File: src/pkg/frp_pkg.sv
// constants and types for fault response and power state control
package frp_pkg;
  localparam int CLK_MHZ          = 100;
  // timing, in microseconds, and the same in clock cycles
  localparam int RETRY_US         = 4000;
  localparam int SLEEP_US         = 1000;
  localparam int WAKE_US          = 1000;
  localparam int CLEAR_WIN_US     = 5;
  localparam int RETRY_CYC        = RETRY_US * CLK_MHZ;
  localparam int SLEEP_CYC        = SLEEP_US * CLK_MHZ;
  localparam int WAKE_CYC         = WAKE_US * CLK_MHZ;
  localparam int CLEAR_WIN_CYC    = CLEAR_WIN_US * CLK_MHZ;
  localparam int CNT_W            = 20;
  // apb register map
  localparam logic [11:0] ADDR_CTRL   = 12'h000;
  localparam logic [11:0] ADDR_STATUS = 12'h004;
  localparam logic [1:0]  SEL_NONE    = 2'h0;
  localparam logic [1:0]  SEL_CTRL    = 2'h1;
  localparam logic [1:0]  SEL_STATUS  = 2'h2;
  // control fields
  localparam int CTRL_WARN_PIN    = 0;
  localparam int CTRL_POLICY_LO   = 1;
  localparam int CTRL_SHUNT_OFF   = 3;
  localparam int CTRL_STUCK_OFF   = 4;
  localparam int CTRL_UV_OFF      = 5;
  localparam int CTRL_CLEAR       = 6;
  localparam logic [1:0] POL_LATCH  = 2'h0;
  localparam logic [1:0] POL_RETRY  = 2'h1;
  localparam logic [1:0] POL_REPORT = 2'h2;
  localparam logic [1:0] POL_OFF    = 2'h3;
  localparam logic [1:0] POLICY_RST = 2'h0;
  // status fields
  localparam int ST_ANY     = 0;
  localparam int ST_WARN    = 1;
  localparam int ST_TRIP    = 2;
  localparam int ST_MAIN    = 3;
  localparam int ST_DRAIN   = 4;
  localparam int ST_PUMP    = 5;
  localparam int ST_LOWSIDE = 6;
  localparam int ST_DSOC    = 7;
  localparam int ST_SHUNT   = 8;
  localparam int ST_STUCK   = 9;
  localparam int ST_RETRY   = 10;
  localparam int ST_READY   = 11;

  typedef enum logic [1:0] {MODE_SLEEP, MODE_WAKE, MODE_RUN} frp_mode_e;

  typedef struct packed {
    logic tempWarn;
    logic tempTrip;
    logic mainSupplyLow;
    logic drainSenseSupplyLow;
    logic pumpSupplyLow;
    logic lowsideSupplyLow;
    logic drainSourceOvercurrent;
    logic shuntOvercurrent;
    logic gateStuckFault;
  } frp_fault_in_s;

  typedef struct packed {
    logic active;
    logic hiZ;
    logic pulledOff;
  } frp_gate_s;

  typedef struct packed {
    logic       warnToPinEn;
    logic [1:0] overcurrentPolicy;
    logic       shuntTripDisable;
    logic       gateStuckCheckOff;
    logic       gateSupplyUvCheckOff;
  } frp_cfg_s;
endpackage

File: src/design/frp_fault_power.sv
// fault supervision and power state control with apb register access
// Overview of operation
// - temperature warning sets overtemp_warn_flag only; gates keep driving
// - overtemp_warn_flag follows the warning level, clearing itself
// - warn_to_pin_en routes the warning onto alarm pin and any flag
// - shutdown temperature: gates off, pump off, alarm, latch trip flags
// - gates and pin recover when cool; trip flag waits for a clear
// - thermal shutdown has no disable setting
// - main supply low alarms and releases gates, recovers by itself
// - drain sense supply low alarms and releases gates, recovers by itself
// - pump or lowside supply low act unless gate_supply_uv_check_off set
// - drain overcurrent follows policy: latch, retry, report only
// - shunt overcurrent follows the same policy codes
// - policy 11b ignores both overcurrent events; shunt_trip_disable ignores the shunt one
// - gate stuck fault latches gates released unless check turned off
// - enable low past sleep delay: sleep, everything off, registers reset
// - enable high wakes the device; controller waits out wake delay
// - sleep or main supply lockout holds gates pulled off
// - operating mode only with enable high and main supply good
// - latched overcurrent and gate stuck faults hold shutdown until condition gone and cleared
// - short enable low pulse clears; longer low begins shutdown
// - enable reset pulse clears faults only, settings untouched
// - retry flags stay set until retry delay ends, then clear
//
// Our own choices: the APB register port and the placing of the registers.
`timescale 1ns/1ps
`default_nettype none
module frp_fault_power #(
  parameter int RETRY_CYCLES = frp_pkg::RETRY_CYC,
  parameter int SLEEP_CYCLES = frp_pkg::SLEEP_CYC,
  parameter int WAKE_CYCLES  = frp_pkg::WAKE_CYC
) (
  input  wire logic                  sys_clk,
  input  wire logic                  reset,
  input  wire logic                  psel,
  input  wire logic                  penable,
  input  wire logic                  pwrite,
  input  wire logic [11:0]           paddr,
  input  wire logic [31:0]           pwdata,
  output logic                       pready,
  output logic [31:0]                prdata,
  output logic                       pslverr,
  input  wire logic                  enable,
  input  wire frp_pkg::frp_fault_in_s faultIn,
  output logic                       alarmPinLow,
  output logic                       anyAlarmFlag,
  output frp_pkg::frp_gate_s         gateOut,
  output logic                       chargePumpOn,
  output logic                       regulatorsOn,
  output logic                       readyForInputs
);

  typedef struct packed {
    frp_pkg::frp_mode_e        mode;
    frp_pkg::frp_cfg_s         cfg;
    logic                      warnFlag;
    logic                      tripFlag;
    logic                      dsFlag;
    logic                      shuntFlag;
    logic                      stuckFlag;
    logic                      retryBusy;
    logic [frp_pkg::CNT_W-1:0] retryCnt;
    logic [frp_pkg::CNT_W-1:0] lowCnt;
    logic [frp_pkg::CNT_W-1:0] wakeCnt;
    logic                      enPrev;
    logic                      pready;
    logic [31:0]               prdata;
    logic                      pslverr;
    logic                      alarmLow;
    logic                      anyAlarm;
    frp_pkg::frp_gate_s        gate;
    logic                      pumpOn;
    logic                      regsOn;
    logic                      ready;
  } frp_state_s;

  localparam frp_pkg::frp_cfg_s CFG_RST = '{
    warnToPinEn:          1'b0,
    overcurrentPolicy:    frp_pkg::POLICY_RST,
    shuntTripDisable:     1'b0,
    gateStuckCheckOff:    1'b0,
    gateSupplyUvCheckOff: 1'b0
  };

  localparam logic [frp_pkg::CNT_W-1:0] RETRY_LAST =
    frp_pkg::CNT_W'(RETRY_CYCLES - 1);
  localparam logic [frp_pkg::CNT_W-1:0] SLEEP_LAST =
    frp_pkg::CNT_W'(SLEEP_CYCLES - 1);
  localparam logic [frp_pkg::CNT_W-1:0] WAKE_LAST =
    frp_pkg::CNT_W'(WAKE_CYCLES - 1);
  localparam logic [frp_pkg::CNT_W-1:0] CLEAR_WIN =
    frp_pkg::CNT_W'(frp_pkg::CLEAR_WIN_CYC);
  localparam logic [frp_pkg::CNT_W-1:0] CNT_MAX = '1;

  function automatic logic [1:0] regSel(input logic [11:0] addr);
    if (addr == frp_pkg::ADDR_CTRL) begin
      regSel = frp_pkg::SEL_CTRL;
    end else if (addr == frp_pkg::ADDR_STATUS) begin
      regSel = frp_pkg::SEL_STATUS;
    end else begin
      regSel = frp_pkg::SEL_NONE;
    end
  endfunction

  frp_state_s s_r;
  frp_state_s s_nxt;

  always_comb begin
    logic       clearCmd;
    logic       clearPulse;
    logic       clearAll;
    logic       shuttingDown;
    logic       dsEvent;
    logic       shuntEvent;
    logic       stuckEvent;
    logic       retryDone;
    logic       uvHit;
    logic       ocHold;
    logic       gatesOff;
    logic       report;
    logic       lockout;
    logic [31:0] ctrlWord;
    logic [31:0] statWord;
    clearCmd     = 1'b0;
    clearPulse   = 1'b0;
    clearAll     = 1'b0;
    shuttingDown = 1'b0;
    dsEvent      = 1'b0;
    shuntEvent   = 1'b0;
    stuckEvent   = 1'b0;
    retryDone    = 1'b0;
    uvHit        = 1'b0;
    ocHold       = 1'b0;
    gatesOff     = 1'b0;
    report       = 1'b0;
    lockout      = 1'b0;
    ctrlWord     = 32'h0000_0000;
    statWord     = 32'h0000_0000;
    s_nxt        = s_r;

    ctrlWord[frp_pkg::CTRL_WARN_PIN] = s_r.cfg.warnToPinEn;
    ctrlWord[frp_pkg::CTRL_POLICY_LO +: 2] = s_r.cfg.overcurrentPolicy;
    ctrlWord[frp_pkg::CTRL_SHUNT_OFF] = s_r.cfg.shuntTripDisable;
    ctrlWord[frp_pkg::CTRL_STUCK_OFF] = s_r.cfg.gateStuckCheckOff;
    ctrlWord[frp_pkg::CTRL_UV_OFF] = s_r.cfg.gateSupplyUvCheckOff;
    statWord[frp_pkg::ST_ANY] = s_r.anyAlarm;
    statWord[frp_pkg::ST_WARN] = s_r.warnFlag;
    statWord[frp_pkg::ST_TRIP] = s_r.tripFlag;
    statWord[frp_pkg::ST_MAIN] = faultIn.mainSupplyLow;
    statWord[frp_pkg::ST_DRAIN] = faultIn.drainSenseSupplyLow;
    statWord[frp_pkg::ST_PUMP] = faultIn.pumpSupplyLow;
    statWord[frp_pkg::ST_LOWSIDE] = faultIn.lowsideSupplyLow;
    statWord[frp_pkg::ST_DSOC] = s_r.dsFlag;
    statWord[frp_pkg::ST_SHUNT] = s_r.shuntFlag;
    statWord[frp_pkg::ST_STUCK] = s_r.stuckFlag;
    statWord[frp_pkg::ST_RETRY] = s_r.retryBusy;
    statWord[frp_pkg::ST_READY] = s_r.ready;

    // apb: one wait state, answer registered
    s_nxt.pready = 1'b0;
    if (psel && penable && !s_r.pready) begin
      s_nxt.pready  = 1'b1;
      s_nxt.pslverr = 1'b0;
      s_nxt.prdata  = 32'h0000_0000;
      if (regSel(paddr) == frp_pkg::SEL_CTRL) begin
        s_nxt.prdata = ctrlWord;
      end else if (regSel(paddr) == frp_pkg::SEL_STATUS) begin
        s_nxt.prdata = statWord;
      end else begin
        s_nxt.pslverr = 1'b1;
      end
    end
    // writes are dropped while asleep; reads are still answered then
    if (psel && penable && s_r.pready && pwrite && s_r.mode != MODE_SLEEP_C()) begin
      if (regSel(paddr) == frp_pkg::SEL_CTRL) begin
        s_nxt.cfg.warnToPinEn = pwdata[frp_pkg::CTRL_WARN_PIN];
        s_nxt.cfg.overcurrentPolicy = pwdata[frp_pkg::CTRL_POLICY_LO +: 2];
        s_nxt.cfg.shuntTripDisable = pwdata[frp_pkg::CTRL_SHUNT_OFF];
        s_nxt.cfg.gateStuckCheckOff = pwdata[frp_pkg::CTRL_STUCK_OFF];
        s_nxt.cfg.gateSupplyUvCheckOff = pwdata[frp_pkg::CTRL_UV_OFF];
        clearCmd = pwdata[frp_pkg::CTRL_CLEAR];
      end
    end

    // enable pulse timing
    s_nxt.enPrev = enable;
    if (!enable) begin
      if (s_r.lowCnt != CNT_MAX) begin
        s_nxt.lowCnt = s_r.lowCnt + 1'b1;
      end
      shuttingDown = (s_r.lowCnt >= CLEAR_WIN);
    end else begin
      s_nxt.lowCnt = '0;
      if (!s_r.enPrev && s_r.lowCnt < CLEAR_WIN && s_r.mode != MODE_SLEEP_C()) begin
        clearPulse = 1'b1;
      end
    end
    clearAll = clearCmd | clearPulse;

    // power modes
    case (s_r.mode)
      frp_pkg::MODE_SLEEP: begin
        if (enable) begin
          s_nxt.mode    = frp_pkg::MODE_WAKE;
          s_nxt.wakeCnt = '0;
        end
      end
      frp_pkg::MODE_WAKE: begin
        if (!enable && s_r.lowCnt >= SLEEP_LAST) begin
          s_nxt.mode = frp_pkg::MODE_SLEEP;
        end else if (s_r.wakeCnt == WAKE_LAST) begin
          s_nxt.mode = frp_pkg::MODE_RUN;
        end else begin
          s_nxt.wakeCnt = s_r.wakeCnt + 1'b1;
        end
      end
      default: begin
        if (!enable && s_r.lowCnt >= SLEEP_LAST) begin
          s_nxt.mode = frp_pkg::MODE_SLEEP;
        end
      end
    endcase

    // fault detection and policy
    s_nxt.warnFlag = faultIn.tempWarn;
    if (faultIn.tempTrip) begin
      s_nxt.tripFlag = 1'b1;
    end else if (clearAll) begin
      s_nxt.tripFlag = 1'b0;
    end
    dsEvent = faultIn.drainSourceOvercurrent &&
              s_r.cfg.overcurrentPolicy != frp_pkg::POL_OFF;
    shuntEvent = faultIn.shuntOvercurrent && !s_r.cfg.shuntTripDisable &&
                 s_r.cfg.overcurrentPolicy != frp_pkg::POL_OFF;
    stuckEvent = faultIn.gateStuckFault && !s_r.cfg.gateStuckCheckOff;

    if (s_r.retryBusy) begin
      s_nxt.retryCnt = s_r.retryCnt + 1'b1;
      retryDone = (s_r.retryCnt == RETRY_LAST);
    end
    if (retryDone || clearAll) begin
      s_nxt.dsFlag    = 1'b0;
      s_nxt.shuntFlag = 1'b0;
    end
    if (clearAll) begin
      s_nxt.stuckFlag = 1'b0;
    end
    // a new event wins over a clear or a retry end in the same cycle, but not over sleep
    if (dsEvent) begin
      s_nxt.dsFlag = 1'b1;
    end
    if (shuntEvent) begin
      s_nxt.shuntFlag = 1'b1;
    end
    if (stuckEvent) begin
      s_nxt.stuckFlag = 1'b1;
    end
    if ((dsEvent || shuntEvent) && s_r.cfg.overcurrentPolicy == frp_pkg::POL_RETRY) begin
      s_nxt.retryBusy = 1'b1;
      s_nxt.retryCnt  = '0;
    end else if (retryDone) begin
      s_nxt.retryBusy = 1'b0;
    end

    // sleep wipes settings and flags; a reset pulse never gets here
    if (s_nxt.mode == frp_pkg::MODE_SLEEP) begin
      s_nxt.cfg       = CFG_RST;
      s_nxt.warnFlag  = 1'b0;
      s_nxt.tripFlag  = 1'b0;
      s_nxt.dsFlag    = 1'b0;
      s_nxt.shuntFlag = 1'b0;
      s_nxt.stuckFlag = 1'b0;
      s_nxt.retryBusy = 1'b0;
      s_nxt.retryCnt  = '0;
    end

    // outputs, from the next state so flags and pins move together
    lockout = (s_nxt.mode == frp_pkg::MODE_SLEEP) || faultIn.mainSupplyLow;
    uvHit = faultIn.mainSupplyLow || faultIn.drainSenseSupplyLow ||
            (!s_nxt.cfg.gateSupplyUvCheckOff &&
             (faultIn.pumpSupplyLow || faultIn.lowsideSupplyLow));
    ocHold = s_nxt.retryBusy ||
             (s_nxt.cfg.overcurrentPolicy == frp_pkg::POL_LATCH &&
              (s_nxt.dsFlag || s_nxt.shuntFlag));
    gatesOff = uvHit || faultIn.tempTrip || ocHold || s_nxt.stuckFlag;
    report = uvHit || faultIn.tempTrip || s_nxt.dsFlag || s_nxt.shuntFlag ||
             s_nxt.stuckFlag ||
             (s_nxt.warnFlag && s_nxt.cfg.warnToPinEn);
    if (s_nxt.mode == frp_pkg::MODE_SLEEP) begin
      report = 1'b0;
    end
    s_nxt.alarmLow = !report;
    s_nxt.anyAlarm = report || s_nxt.tripFlag;
    s_nxt.gate.active = (s_nxt.mode == frp_pkg::MODE_RUN) && !lockout &&
                        !gatesOff && !shuttingDown;
    s_nxt.gate.hiZ = !s_nxt.gate.active;
    s_nxt.gate.pulledOff = lockout;
    s_nxt.regsOn = (s_nxt.mode != frp_pkg::MODE_SLEEP) &&
                   !faultIn.mainSupplyLow;
    s_nxt.pumpOn = s_nxt.regsOn && !faultIn.tempTrip;
    s_nxt.ready = (s_nxt.mode == frp_pkg::MODE_RUN) && s_nxt.regsOn;
  end

  function automatic frp_pkg::frp_mode_e MODE_SLEEP_C();
    MODE_SLEEP_C = frp_pkg::MODE_SLEEP;
  endfunction

  always_ff @(posedge sys_clk) begin
    if (reset) begin
      s_r.mode      <= frp_pkg::MODE_SLEEP;
      s_r.cfg       <= CFG_RST;
      s_r.warnFlag  <= 1'b0;
      s_r.tripFlag  <= 1'b0;
      s_r.dsFlag    <= 1'b0;
      s_r.shuntFlag <= 1'b0;
      s_r.stuckFlag <= 1'b0;
      s_r.retryBusy <= 1'b0;
      s_r.retryCnt  <= '0;
      s_r.lowCnt    <= '0;
      s_r.wakeCnt   <= '0;
      s_r.enPrev    <= 1'b0;
      s_r.pready    <= 1'b0;
      s_r.prdata    <= 32'h0000_0000;
      s_r.pslverr   <= 1'b0;
      s_r.alarmLow  <= 1'b1;
      s_r.anyAlarm  <= 1'b0;
      s_r.gate      <= '{active: 1'b0, hiZ: 1'b1, pulledOff: 1'b1};
      s_r.pumpOn    <= 1'b0;
      s_r.regsOn    <= 1'b0;
      s_r.ready     <= 1'b0;
    end else begin
      s_r <= s_nxt;
    end
  end

  assign pready         = s_r.pready;
  assign prdata         = s_r.prdata;
  assign pslverr        = s_r.pslverr;
  assign alarmPinLow    = s_r.alarmLow;
  assign anyAlarmFlag   = s_r.anyAlarm;
  assign gateOut        = s_r.gate;
  assign chargePumpOn   = s_r.pumpOn;
  assign regulatorsOn   = s_r.regsOn;
  assign readyForInputs = s_r.ready;

endmodule
`default_nettype wire

File: config.mk
export PLATFORM = sky130hd
export DESIGN_NAME = frp_fault_power
export DESIGN_NICKNAME = d
export VERILOG_FILES = /design/src/pkg/frp_pkg.sv /design/src/design/frp_fault_power.sv
export SDC_FILE = /design/constraint.sdc
export NUM_CORES = 1
export LEC_CHECK = 0
export ABC_AREA = 1
export BUFFER_PORTS_ARGS = -buffer_cell sky130_fd_sc_hd__buf_4
export CAP_MARGIN = 30
export CORE_AREA = 2 2 119 98
export DETAILED_ROUTE_END_ITERATION = 10
export DIE_AREA = 0 0 121 100
export PLACE_DENSITY = 0.68
export SKIP_CTS_REPAIR_TIMING = 1
export SLEW_MARGIN = 10
export SYNTH_ARGS = -nofsm -noshare
export SYNTH_HDL_FRONTEND = slang
export SYNTH_SLANG_ARGS = --single-unit
File: constraint.sdc
create_clock -name sys_clk -period 3.34 [get_ports sys_clk]
set_input_delay 0.334 -clock sys_clk [delete_from_list [all_inputs] [get_ports sys_clk]]
set_output_delay 0.334 -clock sys_clk [all_outputs]
set_load 0.01 [all_outputs]
==> flow_summary.json <==
{
  "rsz0062_at_grt": "no",
  "place.gp.congestion": 0.9211,
  "routedWlPerCell_um": 12.42,
  "syn_inst": 740,
  "wl_met1_mm": 5.667,
  "num-nets-final": 842,
  "die_h_um": 100,
  "grt_pass1_wl_mm": 20.13,
  "worst_pin_slew_ps": 747.4,
  "grt_pass1_vias": 4463,
  "clk_pin_slew_ps": 70,
  "drc": 0,
  "antenna_found_initial": 0,
  "drt_iter0_markers": 282,
  "rrSetupSlack_ps": 1030,
  "synth_top_area_share_pct": 37.25,
  "cp-end-kind": "flop",
  "grt.overflow.total": 0,
  "outcome": "finished clean",
  "post-route-period-util_pct": 69.18,
  "diodes": 0,
  "ys_warn_count": 0,
  "place_ws_ps": 1044,
  "register_area_um2": 1942,
  "leakage_uw": 0.002416,
  "layout-drive-gt1-share_pct": 14.92,
  "synth_ff_type": "dfxtp_1",
  "htree_levels": 3,
  "die_area_um2": 12100,
  "setup_slack_ps": 1029,
  "start_util_pct": 47.06,
  "critPathLaunchType": "flop",
  "multi_input_area_um2": 2661,
  "synth_common_cells": "150 x nand2_1, 97 x dfxtp_1, 89 x nor2_1",
  "synth.ff_latch_count": 97,
  "vias_per_cell": 5.092,
  "placement_rows": 35,
  "cts.path.max_buffers": 2,
  "clkSinkCount": 97,
  "dp_hpwl_mm": 8.513,
  "arrival_ps": 2550,
  "coreArea_um2": 11080,
  "tritoncts": "yes",
  "period_minus_slack_ps": 2311,
  "grt_max_degree": 31,
  "maxCapViolations": 0,
  "wl_met3_um": 546,
  "power_per_cell_area_nw_per_um2": 448.3,
  "dr.pass1.iters": 5,
  "fill_cells": 1058,
  "hold_violations": 0,
  "ioPinCount": 101,
  "min_path_type": "primary input to flop",
  "tns_ps": 0,
  "crit_required_ps": 3580,
  "skew_ps": 8.595,
  "die_x_um": 121,
  "setup_viol": 0,
  "peakVddDrop_mv": 0.2318,
  "area_delta_synth_final_pct": 13.61,
  "io_buffers": 55,
  "report.final.slew_viol_count": 0,
  "wirelength_mm": 11.57,
  "gr-usage-all-layers_pct": 20.15,
  "root_buffer": "clkbuf_16",
  "crit_fanout": 13,
  "power_uw": 2656,
  "synth_top_cell_by_area": "dfxtp_1",
  "synth-async-reset-ratio_pct": 0,
  "highest_layer": "met4",
  "numCtsBuffers": 9,
  "route.vias.total": 4746,
  "synthTopCellsByArea": "dfxtp_1 37%, nand2_1 11%, nor2_1 6.4%",
  "synth_area_um2": 5214,
  "fmax_mhz": 432.8,
  "syn_avg_cell_area_um2": 7.046,
  "met2_length_mm": 5.227,
  "synth_most_common_cell": "nand2_1",
  "insertion_delay_ps": 350,
  "synth_edf_count": 0,
  "synthDistinctLibCells": 44,
  "slew_headroom_pct": 49.99,
  "path_class": "flop to flop",
  "ant_nets": 0,
  "seq_area_frac_synth_pct": 37.25
}
==> routing by layer <==
| metal | track usage, % | vias to the layer above |
|---|---|---|
| li1 | - | 2439 |
| met1 | 27.16 | 2178 |
| met2 | 32.20 | 114 |
| met3 | 4.943 | 15 |
| met4 | 5.814 | 0 |
| met5 | 0 | - |
==> per-stage QoR <==
stage | hold WS, ps | cells | util, % | cell area, um^2
floorplan | 404.9 | 759 | - | 5285
global placement | 456.0 | 915 | 50.23 | 5565
detailed placement | 461.9 | 915 | 50.23 | 5565
CTS | 141.8 | 931 | 53.39 | 5916
global route | 152.2 | 932 | 53.46 | 5923
finish | 146.0 | 932 | 53.46 | 5923
==> registers in the layout, summed over array words and instances (netlist names) <==
signal and cells:
anyAlarmFlag 1, chargePumpOn 1, gateOut 3, regulatorsOn 1, readyForInputs 1, alarmPinLow 1
s_r 75, prdata 12, pready 1, pslverr 1
==> path summary, 6_finish.rpt <==
| path | from | endpoint | cells past startpoint |
|---|---|---|---|
| worst max-delay path | s_r[43]$_SDFFE_PP0P_ | s_r[49]$_SDFFE_PP0P_ | 12 |
| worst min-delay path | faultIn[7] | chargePumpOn$_SDFF_PP0_ | 2 |
| worst max register to register | s_r[43]$_SDFFE_PP0P_ | s_r[49]$_SDFFE_PP0P_ | 12 |
| worst min register to register | prdata[7]$_SDFFE_PP0P_ | prdata[7]$_SDFFE_PP0P_ | 2 |
==> power breakdown <==
| group | leakage (uW) | internal, uW | switching, uW | total [uW] |
|---|---|---|---|---|
| Clock | 0.000171 | 740 | 470 | 1210 |
| Combinational | 0.00146 | 85.6 | 159 | 244 |
| Sequential | 0.000786 | 1180 | 18.2 | 1200 |
| Total | 0.00242 | 2010 | 647 | 2660 |
==> worst max-delay path, cell delays in order, from the launching register on <==
cell     delay (ps)
dfxtp_1         330
ha_1            270
nand3_2         160
nor3_1           60
nand3_1          90
nand2_1         100
nand2_1          70
nand2_1         270
buf_4           290
nor3_1          300
nand2_1          90
o21ai_1         120
nor2_1           40
==> layout make-up <==
type,instances,share of cell area [%]
clock buffer,9,3.802
clock inverter,7,2.112
inverter,90,5.767
multi-input combinational,522,44.93
sequential,97,32.78
tap,148,3.126
timing repair buffer,59,7.478
==> cell families after synthesis <==
logic type | synth area share, %
buffers and inverters | 13.08
other | 0.07193
DFF | 37.24
AOI/OAI and AO/OA | 10.10
xor gates and xnor gates | 4.536
and+or+nand+nor | 34.01
adders and majority gates | 0.9600
==> placed cells by master, fill, tap and decap left out, drive strengths merged <==
master  Yosys  layout
a21oi      47      47
bufinv      0       3
conb        1      20
o21bai      2       2
nor3       26      26
nand3      52      52
buf        43      59
or4         1       1
or2         4       4
inv        89      91
nor4        3       3
nor3b       6       6
dfxtp      97      97
nand3b      1       1
clkinv      1       3
ha          4       4
nand2     155     155
a31oi       2       2
xnor2       9       9
nor2       97      97
clkbuf      7       9
nand4      31      31
o211ai     12      12
o21ai      27      27
o31ai       2       2
a211oi      2       2
nor4b       1       1
xor2       18      18
Power figures use the tool's default switching activity.
